--- src/core/usp_pkg.sv ---
// Shared constants, register map and carrier types for the four-mode serial port.
package usp_pkg;

    // ----------------------------------------------------------------
    // Register map
    // ----------------------------------------------------------------
    localparam int          APB_AW              = 12;
    localparam int          APB_DW              = 32;
    localparam logic [9:0]  IDX_SERIAL_CTRL_HIGH = 10'h014;
    localparam logic [9:0]  IDX_SERIAL_CTRL_LOW  = 10'h015;
    localparam logic [9:0]  IDX_SERIAL_DATA_BUF  = 10'h016;
    localparam logic [9:0]  IDX_BIT_RATE_DIV     = 10'h017;
    localparam logic [11:0] ADDR_SERIAL_CTRL_HIGH = {IDX_SERIAL_CTRL_HIGH, 2'b00};
    localparam logic [11:0] ADDR_SERIAL_CTRL_LOW  = {IDX_SERIAL_CTRL_LOW, 2'b00};
    localparam logic [11:0] ADDR_SERIAL_DATA_BUF  = {IDX_SERIAL_DATA_BUF, 2'b00};
    localparam logic [11:0] ADDR_BIT_RATE_DIV     = {IDX_BIT_RATE_DIV, 2'b00};

    // ----------------------------------------------------------------
    // Reset values
    // ----------------------------------------------------------------
    localparam logic [7:0]  RST_CTRL_HIGH       = 8'h00;
    localparam logic [7:0]  RST_CTRL_LOW        = 8'h00;
    localparam logic [7:0]  RST_DIVISOR         = 8'h00;
    localparam logic [7:0]  RST_DATA            = 8'h00;

    // ----------------------------------------------------------------
    // Timing counts
    // ----------------------------------------------------------------
    localparam int          OVERSAMPLE          = 16;
    localparam logic [3:0]  TICK_LAST           = 4'(OVERSAMPLE - 1);
    localparam logic [3:0]  TICK_MID            = 4'(OVERSAMPLE / 2 - 1);
    localparam logic [3:0]  SYNC_LAST_BIT       = 4'h7;
    localparam logic [3:0]  ASYNC8_LAST_BIT     = 4'h9;
    localparam logic [3:0]  ASYNC9_LAST_BIT     = 4'hA;
    localparam logic [3:0]  RX_LAST_SAMPLE      = 4'h8;

    // ----------------------------------------------------------------
    // Modes and field layouts
    // ----------------------------------------------------------------
    typedef enum logic [1:0] {
        MODE_SYNC   = 2'b00,
        MODE_ASYNC8 = 2'b01,
        MODE_FIXED9 = 2'b10,
        MODE_VAR9   = 2'b11
    } usp_mode_type;

    typedef struct packed {
        usp_mode_type mode;
        logic         multiproc_filter_enable;
        logic         receive_enable_bit;
        logic         tx_ninth_bit;
        logic         rx_ninth_bit;
        logic         rx_irq_enable;
        logic         rx_pending;
    } usp_ctrl_high_type;

    typedef struct packed {
        logic         parity_enable;
        logic         parity_odd;
        logic [1:0]   reserved;
        logic [1:0]   clock_select;
        logic         tx_irq_enable;
        logic         tx_pending;
    } usp_ctrl_low_type;

endpackage : usp_pkg

--- src/core/usp_serial_port.sv ---
// Four-mode serial port with an APB register slave.
//
// The placing of the registers and register access over APB were chosen for this implementation.
`timescale 1ns/1ps
module usp_serial_port
    import usp_pkg::*;
#(
    parameter int DIV_W = 8
) (
    // Clock and reset
    input  wire logic              pclk,
    input  wire logic              presetn,
    // APB slave
    input  wire logic              psel,
    input  wire logic              penable,
    input  wire logic              pwrite,
    input  wire logic [APB_AW-1:0] paddr,
    input  wire logic [APB_DW-1:0] pwdata,
    output logic      [APB_DW-1:0] prdata,
    output logic                   pready,
    output logic                   pslverr,
    // Serial input pin, two-way in mode 0
    input  wire logic              serial_in_pin_i,
    output logic                   serial_in_pin_o,
    output logic                   serial_in_pin_oe,
    // Serial output pin, data or mode 0 shift clock
    output logic                   serial_out_pin_o,
    // Request levels
    output logic                   rx_irq,
    output logic                   tx_irq
);
    // ----------------------------------------------------------------
    // Types and state
    // ----------------------------------------------------------------
    typedef enum logic [1:0] {
        ENG_IDLE     = 2'b00,
        ENG_ASYNC_TX = 2'b01,
        ENG_SYNC_TX  = 2'b10,
        ENG_SYNC_RX  = 2'b11
    } usp_eng_state_type;

    typedef enum logic [1:0] {
        RX_IDLE  = 2'b00,
        RX_START = 2'b01,
        RX_BITS  = 2'b10
    } usp_rx_state_type;

    usp_ctrl_high_type  ctrl_high_r;
    usp_ctrl_high_type  ctrl_high_nxt;
    usp_ctrl_low_type   ctrl_low_r;
    usp_ctrl_low_type   ctrl_low_nxt;
    logic [DIV_W-1:0]   divisor_r;
    logic [7:0]         tx_buf_r;
    logic [7:0]         rx_buf_r;
    logic [7:0]         rx_buf_nxt;
    logic               tx_hold_r;
    usp_eng_state_type  eng_r;
    usp_eng_state_type  eng_nxt;
    logic [3:0]         eng_tick_r;
    logic [3:0]         eng_tick_nxt;
    logic [3:0]         eng_bit_r;
    logic [3:0]         eng_bit_nxt;
    logic [10:0]        eng_sh_r;
    logic [10:0]        eng_sh_nxt;
    usp_rx_state_type   rx_r;
    usp_rx_state_type   rx_nxt;
    logic [3:0]         rx_tick_r;
    logic [3:0]         rx_tick_nxt;
    logic [3:0]         rx_bit_r;
    logic [3:0]         rx_bit_nxt;
    logic [8:0]         rx_sh_r;
    logic [8:0]         rx_sh_nxt;
    logic               rx_prev_r;
    logic               tick;
    logic               rx_s;

    // ----------------------------------------------------------------
    // APB decode
    // ----------------------------------------------------------------
    wire                acc_wr      = psel && penable && pwrite;
    wire                hit_high    = (paddr == ADDR_SERIAL_CTRL_HIGH);
    wire                hit_low     = (paddr == ADDR_SERIAL_CTRL_LOW);
    wire                hit_data    = (paddr == ADDR_SERIAL_DATA_BUF);
    wire                hit_div     = (paddr == ADDR_BIT_RATE_DIV);
    wire                hit_any     = hit_high || hit_low || hit_data || hit_div;
    wire                wr_high     = acc_wr && hit_high;
    wire                wr_low      = acc_wr && hit_low;
    wire                wr_data     = acc_wr && hit_data;
    wire                wr_div      = acc_wr && hit_div;
    wire                setup_rd    = psel && !penable && !pwrite;
    wire [APB_DW-1:0]   rd_mux      = hit_high ? {24'h00_0000, ctrl_high_r} :
                                      hit_low  ? {24'h00_0000, ctrl_low_r} :
                                      hit_data ? {24'h00_0000, rx_buf_r} :
                                      hit_div  ? APB_DW'(divisor_r) : 32'h0000_0000;

    assign pready  = 1'b1;
    assign pslverr = psel && penable && !hit_any;

    // ----------------------------------------------------------------
    // Mode decode and shared timing
    // ----------------------------------------------------------------
    wire usp_mode_type  mode        = ctrl_high_r.mode;
    wire                mode_sync   = (mode == MODE_SYNC);
    wire                mode_nine   = (mode == MODE_FIXED9) || (mode == MODE_VAR9);
    wire                filt_en     = ctrl_high_r.multiproc_filter_enable;
    wire                rx_en       = ctrl_high_r.receive_enable_bit;
    wire [3:0]          tx_last     = mode_sync ? SYNC_LAST_BIT :
                                      mode_nine ? ASYNC9_LAST_BIT : ASYNC8_LAST_BIT;
    wire                tx_parity   = (^tx_buf_r) ^ ctrl_low_r.parity_odd;
    wire                tx_ninth    = ctrl_low_r.parity_enable ? tx_parity :
                                      ctrl_high_r.tx_ninth_bit;
    wire [10:0]         async_frame = mode_nine ? {1'b1, tx_ninth, tx_buf_r, 1'b0} :
                                      {2'b11, tx_buf_r, 1'b0};
    wire                eng_end_bit = tick && (eng_tick_r == TICK_LAST);
    wire                eng_mid_bit = tick && (eng_tick_r == TICK_MID);
    wire                hold_take   = (eng_r == ENG_IDLE) && tx_hold_r;

    usp_tick_gen #(
        .DIV_W        (DIV_W),
        .PRE_W        (3)
    ) u_tick (
        .pclk         (pclk),
        .presetn      (presetn),
        .clock_select (ctrl_low_r.clock_select),
        .divisor      (divisor_r),
        .fixed_rate   (mode == MODE_FIXED9),
        .tick         (tick)
    );

    usp_sync2 #(
        .W            (1)
    ) u_rx_sync (
        .pclk         (pclk),
        .presetn      (presetn),
        .async_in     (serial_in_pin_i),
        .rst_val      (1'b1),
        .sync_out     (rx_s)
    );

    // ----------------------------------------------------------------
    // Line engine: async transmit and both mode 0 directions
    // ----------------------------------------------------------------
    logic tx_set;
    logic sync_rx_done;

    always_comb begin
        eng_nxt      = eng_r;
        eng_tick_nxt = tick ? 4'(eng_tick_r + 4'h1) : eng_tick_r;
        eng_bit_nxt  = eng_bit_r;
        eng_sh_nxt   = eng_sh_r;
        tx_set       = 1'b0;
        sync_rx_done = 1'b0;
        unique case (eng_r)
            ENG_IDLE: begin
                eng_tick_nxt = 4'h0;
                eng_bit_nxt  = 4'h0;
                if (tx_hold_r) begin
                    if (mode_sync) begin
                        eng_nxt    = ENG_SYNC_TX;
                        eng_sh_nxt = {3'b111, tx_buf_r};
                    end else begin
                        eng_nxt    = ENG_ASYNC_TX;
                        eng_sh_nxt = async_frame;
                    end
                end else if (mode_sync && rx_en && !ctrl_high_r.rx_pending) begin
                    eng_nxt = ENG_SYNC_RX;
                end
            end
            ENG_ASYNC_TX: begin
                if (eng_end_bit) begin
                    eng_sh_nxt  = {1'b1, eng_sh_r[10:1]};
                    eng_bit_nxt = 4'(eng_bit_r + 4'h1);
                    tx_set      = (eng_bit_r == 4'(tx_last - 4'h1));
                    if (eng_bit_r == tx_last) begin
                        eng_nxt = ENG_IDLE;
                    end
                end
            end
            ENG_SYNC_TX: begin
                if (eng_end_bit) begin
                    eng_sh_nxt  = {1'b1, eng_sh_r[10:1]};
                    eng_bit_nxt = 4'(eng_bit_r + 4'h1);
                    if (eng_bit_r == SYNC_LAST_BIT) begin
                        eng_nxt = ENG_IDLE;
                        tx_set  = 1'b1;
                    end
                end
            end
            ENG_SYNC_RX: begin
                if (eng_mid_bit) begin
                    eng_sh_nxt = {eng_sh_r[10:8], rx_s, eng_sh_r[7:1]};
                end
                if (eng_end_bit) begin
                    eng_bit_nxt = 4'(eng_bit_r + 4'h1);
                    if (eng_bit_r == SYNC_LAST_BIT) begin
                        eng_nxt      = ENG_IDLE;
                        sync_rx_done = 1'b1;
                    end
                end
            end
        endcase
    end

    // ----------------------------------------------------------------
    // Asynchronous receiver
    // ----------------------------------------------------------------
    logic async_rx_done;
    wire  rx_fall = rx_prev_r && !rx_s;

    always_comb begin
        rx_nxt        = rx_r;
        rx_tick_nxt   = tick ? 4'(rx_tick_r + 4'h1) : rx_tick_r;
        rx_bit_nxt    = rx_bit_r;
        rx_sh_nxt     = rx_sh_r;
        async_rx_done = 1'b0;
        unique case (rx_r)
            RX_IDLE: begin
                rx_tick_nxt = 4'h0;
                rx_bit_nxt  = 4'h0;
                if (!mode_sync && rx_en && rx_fall) begin
                    rx_nxt = RX_START;
                end
            end
            RX_START: begin
                if (tick && rx_tick_r == TICK_MID) begin
                    rx_tick_nxt = 4'h0;
                    rx_nxt      = rx_s ? RX_IDLE : RX_BITS;
                end
            end
            RX_BITS: begin
                if (tick && rx_tick_r == TICK_LAST) begin
                    rx_sh_nxt  = {rx_s, rx_sh_r[8:1]};
                    rx_bit_nxt = 4'(rx_bit_r + 4'h1);
                    if (rx_bit_r == RX_LAST_SAMPLE) begin
                        rx_nxt        = RX_IDLE;
                        async_rx_done = 1'b1;
                    end
                end
            end
            default: begin
                rx_nxt = RX_IDLE;
            end
        endcase
        if (mode_sync) begin
            rx_nxt = RX_IDLE;
        end
    end

    // Sample 8 is the stop bit in mode 1 and the ninth bit in modes 2 and 3.
    wire last_sample = rx_sh_nxt[8];
    wire async_ok    = !filt_en || last_sample;
    wire rx_accept   = sync_rx_done || (async_rx_done && async_ok);
    assign rx_buf_nxt = sync_rx_done ? eng_sh_r[7:0] : rx_sh_nxt[7:0];

    // ----------------------------------------------------------------
    // Control register next values
    // ----------------------------------------------------------------
    always_comb begin
        ctrl_high_nxt = ctrl_high_r;
        ctrl_low_nxt  = ctrl_low_r;
        if (wr_high) begin
            ctrl_high_nxt = usp_ctrl_high_type'(pwdata[7:0]);
        end
        if (wr_low) begin
            ctrl_low_nxt          = usp_ctrl_low_type'(pwdata[7:0]);
            ctrl_low_nxt.reserved = 2'b00;
        end
        if (rx_accept) begin
            ctrl_high_nxt.rx_pending = 1'b1;
        end
        if (async_rx_done && async_ok && mode_nine) begin
            ctrl_high_nxt.rx_ninth_bit = last_sample;
        end
        if (tx_set) begin
            ctrl_low_nxt.tx_pending = 1'b1;
        end
    end

    // ----------------------------------------------------------------
    // Registers
    // ----------------------------------------------------------------
    always_ff @(posedge pclk or negedge presetn) begin
        if (!presetn) begin
            ctrl_high_r <= usp_ctrl_high_type'(RST_CTRL_HIGH);
            ctrl_low_r  <= usp_ctrl_low_type'(RST_CTRL_LOW);
            divisor_r   <= DIV_W'(RST_DIVISOR);
            tx_buf_r    <= RST_DATA;
            rx_buf_r    <= RST_DATA;
            tx_hold_r   <= 1'b0;
            prdata      <= 32'h0000_0000;
        end else begin
            ctrl_high_r <= ctrl_high_nxt;
            ctrl_low_r  <= ctrl_low_nxt;
            divisor_r   <= wr_div ? pwdata[DIV_W-1:0] : divisor_r;
            tx_buf_r    <= wr_data ? pwdata[7:0] : tx_buf_r;
            rx_buf_r    <= rx_accept ? rx_buf_nxt : rx_buf_r;
            tx_hold_r   <= wr_data || (tx_hold_r && !hold_take);
            prdata      <= setup_rd ? rd_mux : prdata;
        end
    end

    always_ff @(posedge pclk or negedge presetn) begin
        if (!presetn) begin
            eng_r      <= ENG_IDLE;
            eng_tick_r <= 4'h0;
            eng_bit_r  <= 4'h0;
            eng_sh_r   <= 11'h7FF;
        end else begin
            eng_r      <= eng_nxt;
            eng_tick_r <= eng_tick_nxt;
            eng_bit_r  <= eng_bit_nxt;
            eng_sh_r   <= eng_sh_nxt;
        end
    end

    always_ff @(posedge pclk or negedge presetn) begin
        if (!presetn) begin
            rx_r      <= RX_IDLE;
            rx_tick_r <= 4'h0;
            rx_bit_r  <= 4'h0;
            rx_sh_r   <= 9'h1FF;
            rx_prev_r <= 1'b1;
        end else begin
            rx_r      <= rx_nxt;
            rx_tick_r <= rx_tick_nxt;
            rx_bit_r  <= rx_bit_nxt;
            rx_sh_r   <= rx_sh_nxt;
            rx_prev_r <= rx_s;
        end
    end

    // ----------------------------------------------------------------
    // Pin drivers
    // ----------------------------------------------------------------
    wire sync_active = (eng_r == ENG_SYNC_TX) || (eng_r == ENG_SYNC_RX);
    wire out_nxt     = sync_active ? eng_tick_r[3] :
                       (eng_r == ENG_ASYNC_TX) ? eng_sh_r[0] : 1'b1;
    wire in_drv_nxt  = (eng_r == ENG_SYNC_TX);

    always_ff @(posedge pclk or negedge presetn) begin
        if (!presetn) begin
            serial_out_pin_o <= 1'b1;
            serial_in_pin_o  <= 1'b1;
            serial_in_pin_oe <= 1'b0;
        end else begin
            serial_out_pin_o <= out_nxt;
            serial_in_pin_o  <= in_drv_nxt ? eng_sh_r[0] : 1'b1;
            serial_in_pin_oe <= in_drv_nxt;
        end
    end

    // ----------------------------------------------------------------
    // Request levels
    // ----------------------------------------------------------------
    assign rx_irq = ctrl_high_r.rx_pending && ctrl_high_r.rx_irq_enable;
    assign tx_irq = ctrl_low_r.tx_pending && ctrl_low_r.tx_irq_enable;

    generate
        if (DIV_W < 1 || DIV_W > 24) begin : g_bad_div
            $error("usp_serial_port divisor width must be 1 to 24");
        end
    endgenerate
endmodule // usp_serial_port

--- src/core/usp_sync2.sv ---
// Two-flop synchroniser for inputs arriving from outside the clock domain.
`timescale 1ns/1ps
module usp_sync2 #(
    parameter int W = 1
) (
    // Clock and reset
    input  wire logic         pclk,
    input  wire logic         presetn,
    // Data
    input  wire logic [W-1:0] async_in,
    input  wire logic [W-1:0] rst_val,
    output logic      [W-1:0] sync_out
);
    logic [W-1:0] stage1_r;

    // Both stages reset high so an idle line is not mistaken for a start bit.
    always_ff @(posedge pclk or negedge presetn) begin
        if (!presetn) begin
            stage1_r <= '1;
            sync_out <= '1;
        end else begin
            stage1_r <= async_in;
            sync_out <= stage1_r;
        end
    end

    generate
        if (W < 1) begin : g_bad_width
            $error("usp_sync2 width must be at least one");
        end
    endgenerate
endmodule // usp_sync2

--- src/core/usp_tick_gen.sv ---
// Oversample tick generator: clock prescaler followed by the bit rate divisor.
`timescale 1ns/1ps
module usp_tick_gen
    import usp_pkg::*;
#(
    parameter int DIV_W = 8,
    parameter int PRE_W = 3
) (
    // Clock and reset
    input  wire logic             pclk,
    input  wire logic             presetn,
    // Configuration
    input  wire logic [1:0]       clock_select,
    input  wire logic [DIV_W-1:0] divisor,
    input  wire logic             fixed_rate,
    // Tick out
    output logic                  tick
);
    logic [PRE_W-1:0] pre_cnt_r;
    logic [DIV_W-1:0] div_cnt_r;
    logic [PRE_W-1:0] pre_max;
    logic             pre_hit;
    logic             div_hit;

    assign pre_max = PRE_W'((1 << clock_select) - 1);
    assign pre_hit = (pre_cnt_r >= pre_max);
    assign div_hit = (div_cnt_r >= divisor);

    always_ff @(posedge pclk or negedge presetn) begin
        if (!presetn) begin
            pre_cnt_r <= '0;
            div_cnt_r <= '0;
            tick      <= 1'b0;
        end else begin
            pre_cnt_r <= pre_hit ? '0 : PRE_W'(pre_cnt_r + 1'b1);
            if (pre_hit) begin
                div_cnt_r <= (div_hit || fixed_rate) ? '0 : DIV_W'(div_cnt_r + 1'b1);
            end
            tick <= pre_hit && (fixed_rate || div_hit);
        end
    end

    generate
        if (PRE_W < 3 || DIV_W < 1) begin : g_bad_width
            $error("usp_tick_gen prescaler needs three bits and divisor one");
        end
    endgenerate
endmodule // usp_tick_gen

--- config.mk ---
export PLATFORM = sky130hd
export DESIGN_NAME = usp_serial_port
export DESIGN_NICKNAME = d
export VERILOG_FILES = /design/src/core/usp_pkg.sv /design/src/core/usp_serial_port.sv /design/src/core/usp_sync2.sv /design/src/core/usp_tick_gen.sv
export SDC_FILE = /design/constraint.sdc
export NUM_CORES = 1
export LEC_CHECK = 0
export ABC_AREA = 1
export BUFFER_PORTS_ARGS = -buffer_cell sky130_fd_sc_hd__buf_4
export CORE_MARGIN = 4
export CORE_UTILIZATION = 60
export CTS_BUF_LIST = sky130_fd_sc_hd__clkbuf_4 sky130_fd_sc_hd__clkbuf_8
export CTS_CLUSTER_SIZE = 28
export DETAILED_ROUTE_END_ITERATION = 7
export PLACE_DENSITY = 0.84
export SLEW_MARGIN = 15
export SYNTH_ARGS = -nofsm -noshare
export SYNTH_HDL_FRONTEND = slang
export SYNTH_SLANG_ARGS = --single-unit
--- constraint.sdc ---
create_clock -name pclk -period 4.48 [get_ports pclk]
set_clock_uncertainty 0.05 [all_clocks]
set_input_delay 0.672 -clock pclk [delete_from_list [all_inputs] [get_ports pclk]]
set_output_delay 0.672 -clock pclk [all_outputs]
set_load 0.1 [all_outputs]
# Word-level counts from Yosys, hierarchy flattened
# Cells that the tools add are included.
[totals] reg_bits=129 inputBits=50 out_inout_bits=39 wordCells=198
[classes] n_addsub=8 n_lt_le_gt_ge=2 n_eq_ne=33 n_shift=1 n_mux=58 n_bitwise=2 reduce_logical=59
[ops] operator="8-bit two-way mux" count=7
[ops] operator="12-bit by 7-bit == test with 1-bit output (second input constant)" count=4
[ops] operator="11-bit case mux with 3 select lines" count=1
[ops] operator="2-bit two-way mux" count=14
[ops] operator="4-bit two-way mux" count=7
[ops] operator="1-bit logical AND" count=25
[ops] operator="4-bit case mux with 2 select lines" count=3
[ops] operator="11-bit two-way mux" count=2
[ops] operator="10-bit two-way mux" count=2
[ops] operator="9-bit two-way mux" count=2
[ops] operator="4-bit by 1-bit adder with 4-bit output (second input constant)" count=4
[ops] operator="1-bit two-way mux" count=15
[ops] operator="4-bit by 3-bit == test with 1-bit output (second input constant)" count=3
[ops] operator="4-bit == test (second input constant)" count=3
[ops] operator="3-bit != test (second input constant)" count=4
[ops] operator="2-bit case mux with 3 select lines" count=2
[ops] operator="2-bit == test (second input constant)" count=5
[ops] operator="2-bit != test (second input constant)" count=5
[ops] operator="2-bit nonzero test" count=5
[ops] operator="1-bit logical OR" count=9
[ops] operator="8-bit by 1-bit adder with 8-bit output (second input constant)" count=1
[ops] operator="4-bit == test" count=2
[ops] operator="8-bit greater-or-equal comparator" count=1
[ops] operator="1-bit zero test" count=8
[ops] operator="20 further kinds" count=29

# Longest topological paths before layout
# Gate-level depths: netlist of the first run.
[logic_depth] ltp_word=9 mapped_depth=13 mapped_depth_nobuf=12

# By module
# Synthesis of the first run repeated with hierarchy kept, for this count alone.
[hier_totals] hier_cells=731 hier_area_um2=5988.2
[modules_own_cells] module="usp_serial_port" n_inst=1 cells_each=601 area_per_inst_um2=4967.3 seq_area_each_um2=2306.0
[modules_own_cells] module="usp_tick_gen" n_inst=1 cells_each=128 area_per_inst_um2=968.4 seq_area_each_um2=300.3
[modules_own_cells] module="usp_sync2" n_inst=1 cells_each=2 area_per_inst_um2=52.6 seq_area_each_um2=52.6

# Worst setup path before layout of the first run
# OpenSTA, ideal clock, no wires.
[synth_timing] path_kind="input port to output port" from="input port paddr[5]" to="output port pslverr" t_arrival_ps=2425 required_ps=3758 setup_slack_ps=1333 stages=5 path_cell_list="nor2_1 -> nand3_1 -> nor2_1 -> buf_4 -> a21oi_1"
[synth_via] elab_chain_cells=6 word_cells_on_any_way=9 classes_between="4 x eq/ne; 5 x reduce/logical"
[synth_rtl] item="start, declared" line_no="usp_serial_port.sv:17" rtl="input wire logic [APB_AW-1:0] paddr,"
[synth_rtl] item="12-bit by 7-bit == test with 1-bit output (on tied branches)" line_no="usp_serial_port.sv:81, usp_serial_port.sv:82"
[synth_rtl] item="1-bit logical OR (2 in a row)" line_no="usp_serial_port.sv:85" rtl="wire hit_any = hit_high || hit_low || hit_data || hit_div;"
[synth_rtl] item="1-bit logical OR (*)" line_no="usp_serial_port.sv:85"
[synth_rtl] item="1-bit zero test (*)" line_no="usp_serial_port.sv:97" rtl="assign pslverr = psel && penable && !hit_any;"
[synth_rtl] item="1-bit logical AND (*)" line_no="usp_serial_port.sv:97"
[synth_rtl] item="end, declared" line_no="usp_serial_port.sv:21" rtl="output logic pslverr,"
# Every way passes the cells marked *; elsewhere a longest branch is shown, timed or not.

# Worst setup path after layout of the first run
[layout_timing] from="input port paddr[11]" to="output port pslverr"
# Same word-level chain as after synthesis.

==> impl_metrics.yaml, run 1 <==
status:
  outcome: "completed"
routing:
  vias_per_cell: 5.483
  drc: 0
  drtAntennaViolNets: 0
  drtIter0Drc: 293
  dr_total_vias: 4798
  dr.pass1.iters: 7
  routed_wirelength_um: 13100
  wl_per_cell_um: 14.97
synthesis:
  yosysWarnings: 0
  ys_ff_latch: 105
  synthAdderAreaFrac_pct: 5.147
  synthMuxAreaShare_pct: 0.1930
  synth_cells: 708
  yosysSeqAreaShare_pct: 45.57
  synthXorXnorAreaFrac_pct: 2.102
  avgSynthCellArea_um2: 8.241
  synthSimpleGateAreaFrac_pct: 22.75
  syn-cell-area_um2: 5834
  synth_compound_area_share_pct: 13.34
  synth_top_family_by_area: "simple AND/OR/NAND/NOR gates"
  ys_types: 43
grt:
  antenna_found_initial: 0
  grt_max_degree: 76
  grt_overflow_total: 0
  grt_pass1_wl_um: 21230
  grt_pass1_vias: 4457
  grt_usage_pct: 23.61
clocking:
  cts_made_buffers: 9
  root_buffer: "clkbuf_8"
  cts_tree: "yes"
  clk_pin_slew_ns: 0.10
  clockBufferDepth: 2
  clk-insertion-delay-late_ns: 0.38
  ctsResizeCount: 0
  htreeDepth: 3
  clkSinkCount: 105
  cts_hold_buf: 0
  postCtsSetupBuffers: 0
worst_setup_path:
  crit_buf_inv: 2
  critPathKind: "input pin to primary output"
  cp.arrival_ns: 1.88
  slowest_delay_ns: 0.53
  start_kind: "input pin"
  required_ns: 3.76
  crit_family: "simple AND/OR/NAND/NOR gates"
  worst-path-max-fanout: 11
  end_kind: "primary output"
  worstPathCellList: "buf_4 -> nor2_1 -> nand2_1 -> nor2_1 -> a21oi_1 -> buf_4"
  cp_slowest_cell: "nor2_1"
finish:
  area_delta_synth_final_pct: 8.106
  layout_common_cells: "nand2_1, inv_1, dfrtp_1, o21ai_0, nor2_1"
  nFillCells: 763
  final_util_pct: 67.30
  drive_gt1_share_pct: 15.15
  final_common_cell: "nand2_1"
  stdcell_count: 875
  nNetsFinal: 815
  diodes: 0
hold_path:
  hold_path.class: "flop to flop"
timing:
  tightest_slew_ns: 0.9720
  relSlewSlack_pct: 34.96
  setup_viol: 0
  holdWs_ns: 0.3212
  tns_ns: 0
  maxSlewViolCount: 0
  finalHoldViolCount: 0
  min_period_over_period_pct: 58.01
  rsz0062_at_grt: "no"
  fmax_mhz: 384.8
  layout_setup_ws_ns: 1.881
  fin_crit_ns: 2.599
placement:
  pre_cts_slack_ns: 1.599
  dp.cells: 859
  port_buffers: 39
  hpwl_um: 9836
  place_congestion: 0.9117
die:
  fp.dieW_um: 106.6
  std_cell_rows: 35
  ios: 89
  die_h_um: 106.6
  initial_core_util_pct: 62.26
  fp.coreArea_um2: 9371
  design.die.area_um2: 11370
job:
  drv_cap: 0
power:
  max-vdd-ir-drop_uv: 295.6
  p_leak_nw: 3.118
  powerDensity_nw_per_um2: 320.0
per-stage QoR:
| step | power [mW] | cell area, um2 |
|---|---|---|
| floorplan | 1.342 | 5921 |
| global placement | 1.404 | 6100 |
| detailed placement | 1.422 | 6100 |
| CTS | 2.030 | 6302 |
| global route | 2.113 | 6307 |
| finish | 2.018 | 6307 |
sequential cells by signal, indices dropped and copies added, names as in the netlist, 6 cells and up:
| name | cells |
|---|---|
| eng_sh_r | 11 |
| rx_sh_r | 9 |
| rx_buf_r | 8 |
| u_tick.div_cnt_r | 8 |
| tx_buf_r | 8 |
| prdata | 8 |
| divisor_r | 8 |
| ctrl_low_r | 6 |
synthesized netlist by cell type, drive strengths merged:
cell	number	share of area, %
xnor2	5	0.75
nand4	13	1.5
o221ai	2	0.30
clkbuf	7	0.45
nor4	1	0.11
o22ai	5	0.54
or2	3	0.32
a31oi	13	1.4
inv	91	5.9
nor3	13	1.2
nand3b	3	0.39
nand3	41	3.8
clkinv	1	0.064
o21a	1	0.13
dfrtp	80	34
mux2	1	0.19
ha	24	5.1
o31ai	2	0.26
conb	2	0.13
xor2	9	1.4
nand2	152	11
o211ai	4	0.51
a211oi	2	0.26
buf	34	4.4
o21ai	77	7.0
o22a	2	0.30
nor2	64	4.8
a21oi	31	2.7
dfstp	25	11
layer usage:
| metal | track usage (%) | vias to the layer above | wire length (um) |
|---|---|---|---|
| met5 | 0 | - | 0 |
| met4 | 7.215 | 0 | 295 |
| met3 | 5.178 | 31 | 690 |
| met2 | 39.03 | 144 | 6598 |
| met1 | 31.26 | 2293 | 5510 |
| li1 | - | 2330 | - |
kinds of logic (layout without fill, tap and decap cells):
logic type / Yosys count / after routing
AND/OR/NAND/NOR: 290 / 290
flip-flops: 105 / 105
other: 2 / 25
multiplexers: 1 / 1
buffers and inverters: 133 / 148
AO/OA/AOI/OAI: 139 / 139
adder cells (fa/ha/maj): 24 / 24
XOR/XNOR: 14 / 14
power breakdown:
part	internal (mW)	switching (mW)
Combinational	0.0979	0.261
Clock	0.276	0.336
Sequential	0.996	0.0521
path summary, 6_finish.rpt:
check | start | end | slack, ns | cells past startpoint
worst max-delay path | paddr[11] | pslverr | 1.88 | 6
worst min-delay path | u_rx_sync.stage1_r$_DFF_PN1_ | u_rx_sync.sync_out$_DFF_PN1_ | 0.32 | 0
worst max register to register | eng_r[0]$_DFFE_PN0P_ | eng_sh_r[5]$_DFFE_PN1P_ | 2.09 | 6
worst min register to register | u_rx_sync.stage1_r$_DFF_PN1_ | u_rx_sync.sync_out$_DFF_PN1_ | 0.32 | 0
max in group asynchronous | presetn | u_tick.pre_cnt_r[2]$_DFF_PN0_ | 3.04 | 2
min in group asynchronous | presetn | rx_tick_r[1]$_DFF_PN0_ | 0.37 | 1
cell type report:
class,count,area (um2),area share [%]
multi-input combinational,493,2639,41.84
inverter,92,345.3,5.475
sequential,105,2659,42.15
clock buffer,10,137.6,2.182
tap,129,161.4,2.559
timing repair buffer,40,300.3,4.761
clock inverter,6,65.06,1.032
Note: power is estimated with default switching activity, not from simulation.
==> run 2: changes to the inputs <==
--- a/config.mk
+++ b/config.mk
@@ -8,11 +8,11 @@
 export ABC_AREA = 1
 export BUFFER_PORTS_ARGS = -buffer_cell sky130_fd_sc_hd__buf_4
 export CORE_MARGIN = 4
-export CORE_UTILIZATION = 60
+export CORE_UTILIZATION = 54
 export CTS_BUF_LIST = sky130_fd_sc_hd__clkbuf_4 sky130_fd_sc_hd__clkbuf_8
 export CTS_CLUSTER_SIZE = 28
 export DETAILED_ROUTE_END_ITERATION = 7
-export PLACE_DENSITY = 0.84
+export PLACE_DENSITY = 0.79
 export SLEW_MARGIN = 15
 export SYNTH_ARGS = -nofsm -noshare
 export SYNTH_HDL_FRONTEND = slang
==> constraint.sdc (replaced) <==
create_clock -name pclk -period 2.2 [get_ports pclk]
set_clock_uncertainty 0.05 [all_clocks]
set_input_delay 0.33 -clock pclk [delete_from_list [all_inputs] [get_ports pclk]]
set_output_delay 0.33 -clock pclk [all_outputs]
set_load 0.1 [all_outputs]
==> run 2 against run 1 <==
  * Final cell count up 2.5%
  * Register-to-register slack got worse by 1.9 ns
  * Non-clock buffer count rose by 15
  * Worst setup slack worse by 1.7 ns
  * Total power rose by 100%
  * Die area up 10%
  * Sequential cell count stayed put
  * Largest cell class unchanged
==> impl_metrics.yaml, run 2 (synthesis results as in run 1) <==
timing:
  min_period_over_period_pct: 91.46
  tns_ns: 0
  finalHoldViolCount: 0
  setup_viol: 0
  rsz0062_at_grt: "no"
  layout_setup_ws_ns: 0.1878
  fin_crit_ns: 2.012
  maxSlewViolCount: 0
  fmax_mhz: 497.0
  holdWs_ns: 0.01589
grt:
  antenna_found_initial: 0
  grt_overflow_total: 0
  grt_max_degree: 51
  grt_usage_pct: 21.61
  grt_pass1_wl_um: 22090
  grt_pass1_vias: 4707
placement:
  post_dp_cell_area_um2: 6230
  pre_cts_slack_ns: 0.1284
  port_buffers: 39
  hpwl_um: 10270
  place_congestion: 0.9096
job:
  drv_cap: 0
die:
  std_cell_rows: 37
  design.die.area_um2: 12530
  initial_core_util_pct: 56.01
  ios: 89
  fp.coreArea_um2: 10420
  die_h_um: 111.9
  fp.dieW_um: 111.9
clocking:
  clockBufferDepth: 2
  htreeDepth: 3
  root_buffer: "clkbuf_8"
  clk-insertion-delay-late_ns: 0.37
  clk_pin_slew_ns: 0.10
  cts_tree: "yes"
  clkSinkCount: 105
  cts_made_buffers: 9
status:
  outcome: "completed"
finish:
  final_area_um2: 6431
  reg_top3: "eng_sh_r (11), rx_sh_r (9)"
  diodes: 0
  top_register: "eng_sh_r"
  layout_common_cells: "nand2_1, inv_1, dfrtp_1, o21ai_0, nor2_1"
  area_delta_synth_final_pct: 10.23
  nFillCells: 868
  largest_reg_flops: 11
  final_common_cell: "nand2_1"
  nNetsFinal: 830
  drive_gt1_share_pct: 16.95
worst_setup_path:
  critPathKind: "flop to flop"
  start_kind: "flop"
  slowest_delay_ns: 0.41
  end_kind: "flop"
  worst-path-max-fanout: 16
  crit_top_cell: "nand2_4"
  rr_worst_depth: 11
  worstPathCellList: "ha_1 -> nand2_4 -> nor2_4 -> nand2_4 -> nor2_4 -> nand2_4 -> nor2_8 -> nand2_4 -> nand2_4 -> nand2_1 -> o21ai_1"
  cp_slowest_cell: "dfrtp_1"
  cp.arrival_ns: 2.27
  required_ns: 2.45
power:
  p_comb_share_pct: 18.7
  max-vdd-ir-drop_uv: 554.3
  powerDensity_nw_per_um2: 626.8
  p_int_mw: 2.699
  p_leak_nw: 3.187
  power_switching_mw: 1.332
  clkPwrFrac_pct: 28.3
  swShare_pct: 33.05
  seqPwrFrac_pct: 53.0
  p_total_mw: 4.031
routing:
  dr.pass1.iters: 5
  vias_per_cell: 5.495
  drc: 0
  drtAntennaViolNets: 0
  wl_per_cell_um: 14.99
  dr_total_vias: 4929
  routed_wirelength_um: 13450
  drtIter0Drc: 434
hold_path:
  min_path_cells: 1
  hold_path.class: "input pin to flop"
## run 2: changes by cell type in the layout (fill, tap and decap cells not counted), sizes merged
cell	change
buf	+14
dlygate4sd3	+1
clkbuf	+1
bufinv	-1
## run 2: power groups by stage
stage	clock (mW)	sequential, mW	combinational [mW]
2_1_floorplan	0	2.18	0.554
3_3_place_gp	0	2.16	0.703
3_5_place_dp	0	2.17	0.747
4_1_cts	1.16	2.13	0.750
5_1_grt	1.25	2.15	0.838
6_report	1.14	2.14	0.753
## run 2: what timing repair did
item	CTS	global route
hold buffers	1	0
endpoints found under the hold margin	20	0
gates resized for setup	0	2
buffers inserted	0	0
setup endpoints to repair	0	4
## run 2: cell type report
type / instances / area (um2) / share of cell area [%]
well taps: 136 / 170.2 / 2.646
inverters: 92 / 345.3 / 5.370
flip-flops and latches: 105 / 2659 / 41.34
multi-input cells: 493 / 2645 / 41.13
clock inverters: 5 / 38.79 / 0.6031
clock buffers: 11 / 145.1 / 2.257
repair buffers: 55 / 427.9 / 6.654
## run 2: metrics by stage
stage	std cells	util [%]
after floorplan	731	-
after global placement	880	59.81
after detailed placement	880	59.81
after CTS	897	61.67
after global routing	897	61.74
final	897	61.74
## run 2: metal layers
metal  part of all wire, %  wire length [um]  GRT usage, %
met4                   2.8               378         8.013
met5                     0                 0             0
met1                    42              5663         28.12
met3                   6.3               852         4.565
met2                    49              6552         35.69
## run 2: critical path: cells and delay by family (launching register included)
kind,cells,cell delay (ns)
adders and majority gates,1,0.23
DFF,1,0.41
AOI/OAI and AO/OA,1,0.08
and+or+nand+nor,9,1.15
## run 2: final timing paths
path / startpoint / endpoint / slack (ns)
worst max register to register: eng_tick_r[1]$_DFFE_PN0P_ / rx_buf_r[1]$_DFFE_PN0P_ / 0.19
max in group asynchronous: presetn / rx_sh_r[5]$_DFF_PN1_ / 1.00
worst min register to register: u_rx_sync.stage1_r$_DFF_PN1_ / u_rx_sync.sync_out$_DFF_PN1_ / 0.30
min in group asynchronous: presetn / rx_tick_r[1]$_DFF_PN0_ / 0.37
worst min-delay path: serial_in_pin_i / u_rx_sync.stage1_r$_DFF_PN1_ / 0.02
worst max-delay path: eng_tick_r[1]$_DFFE_PN0P_ / rx_buf_r[1]$_DFFE_PN0P_ / 0.19
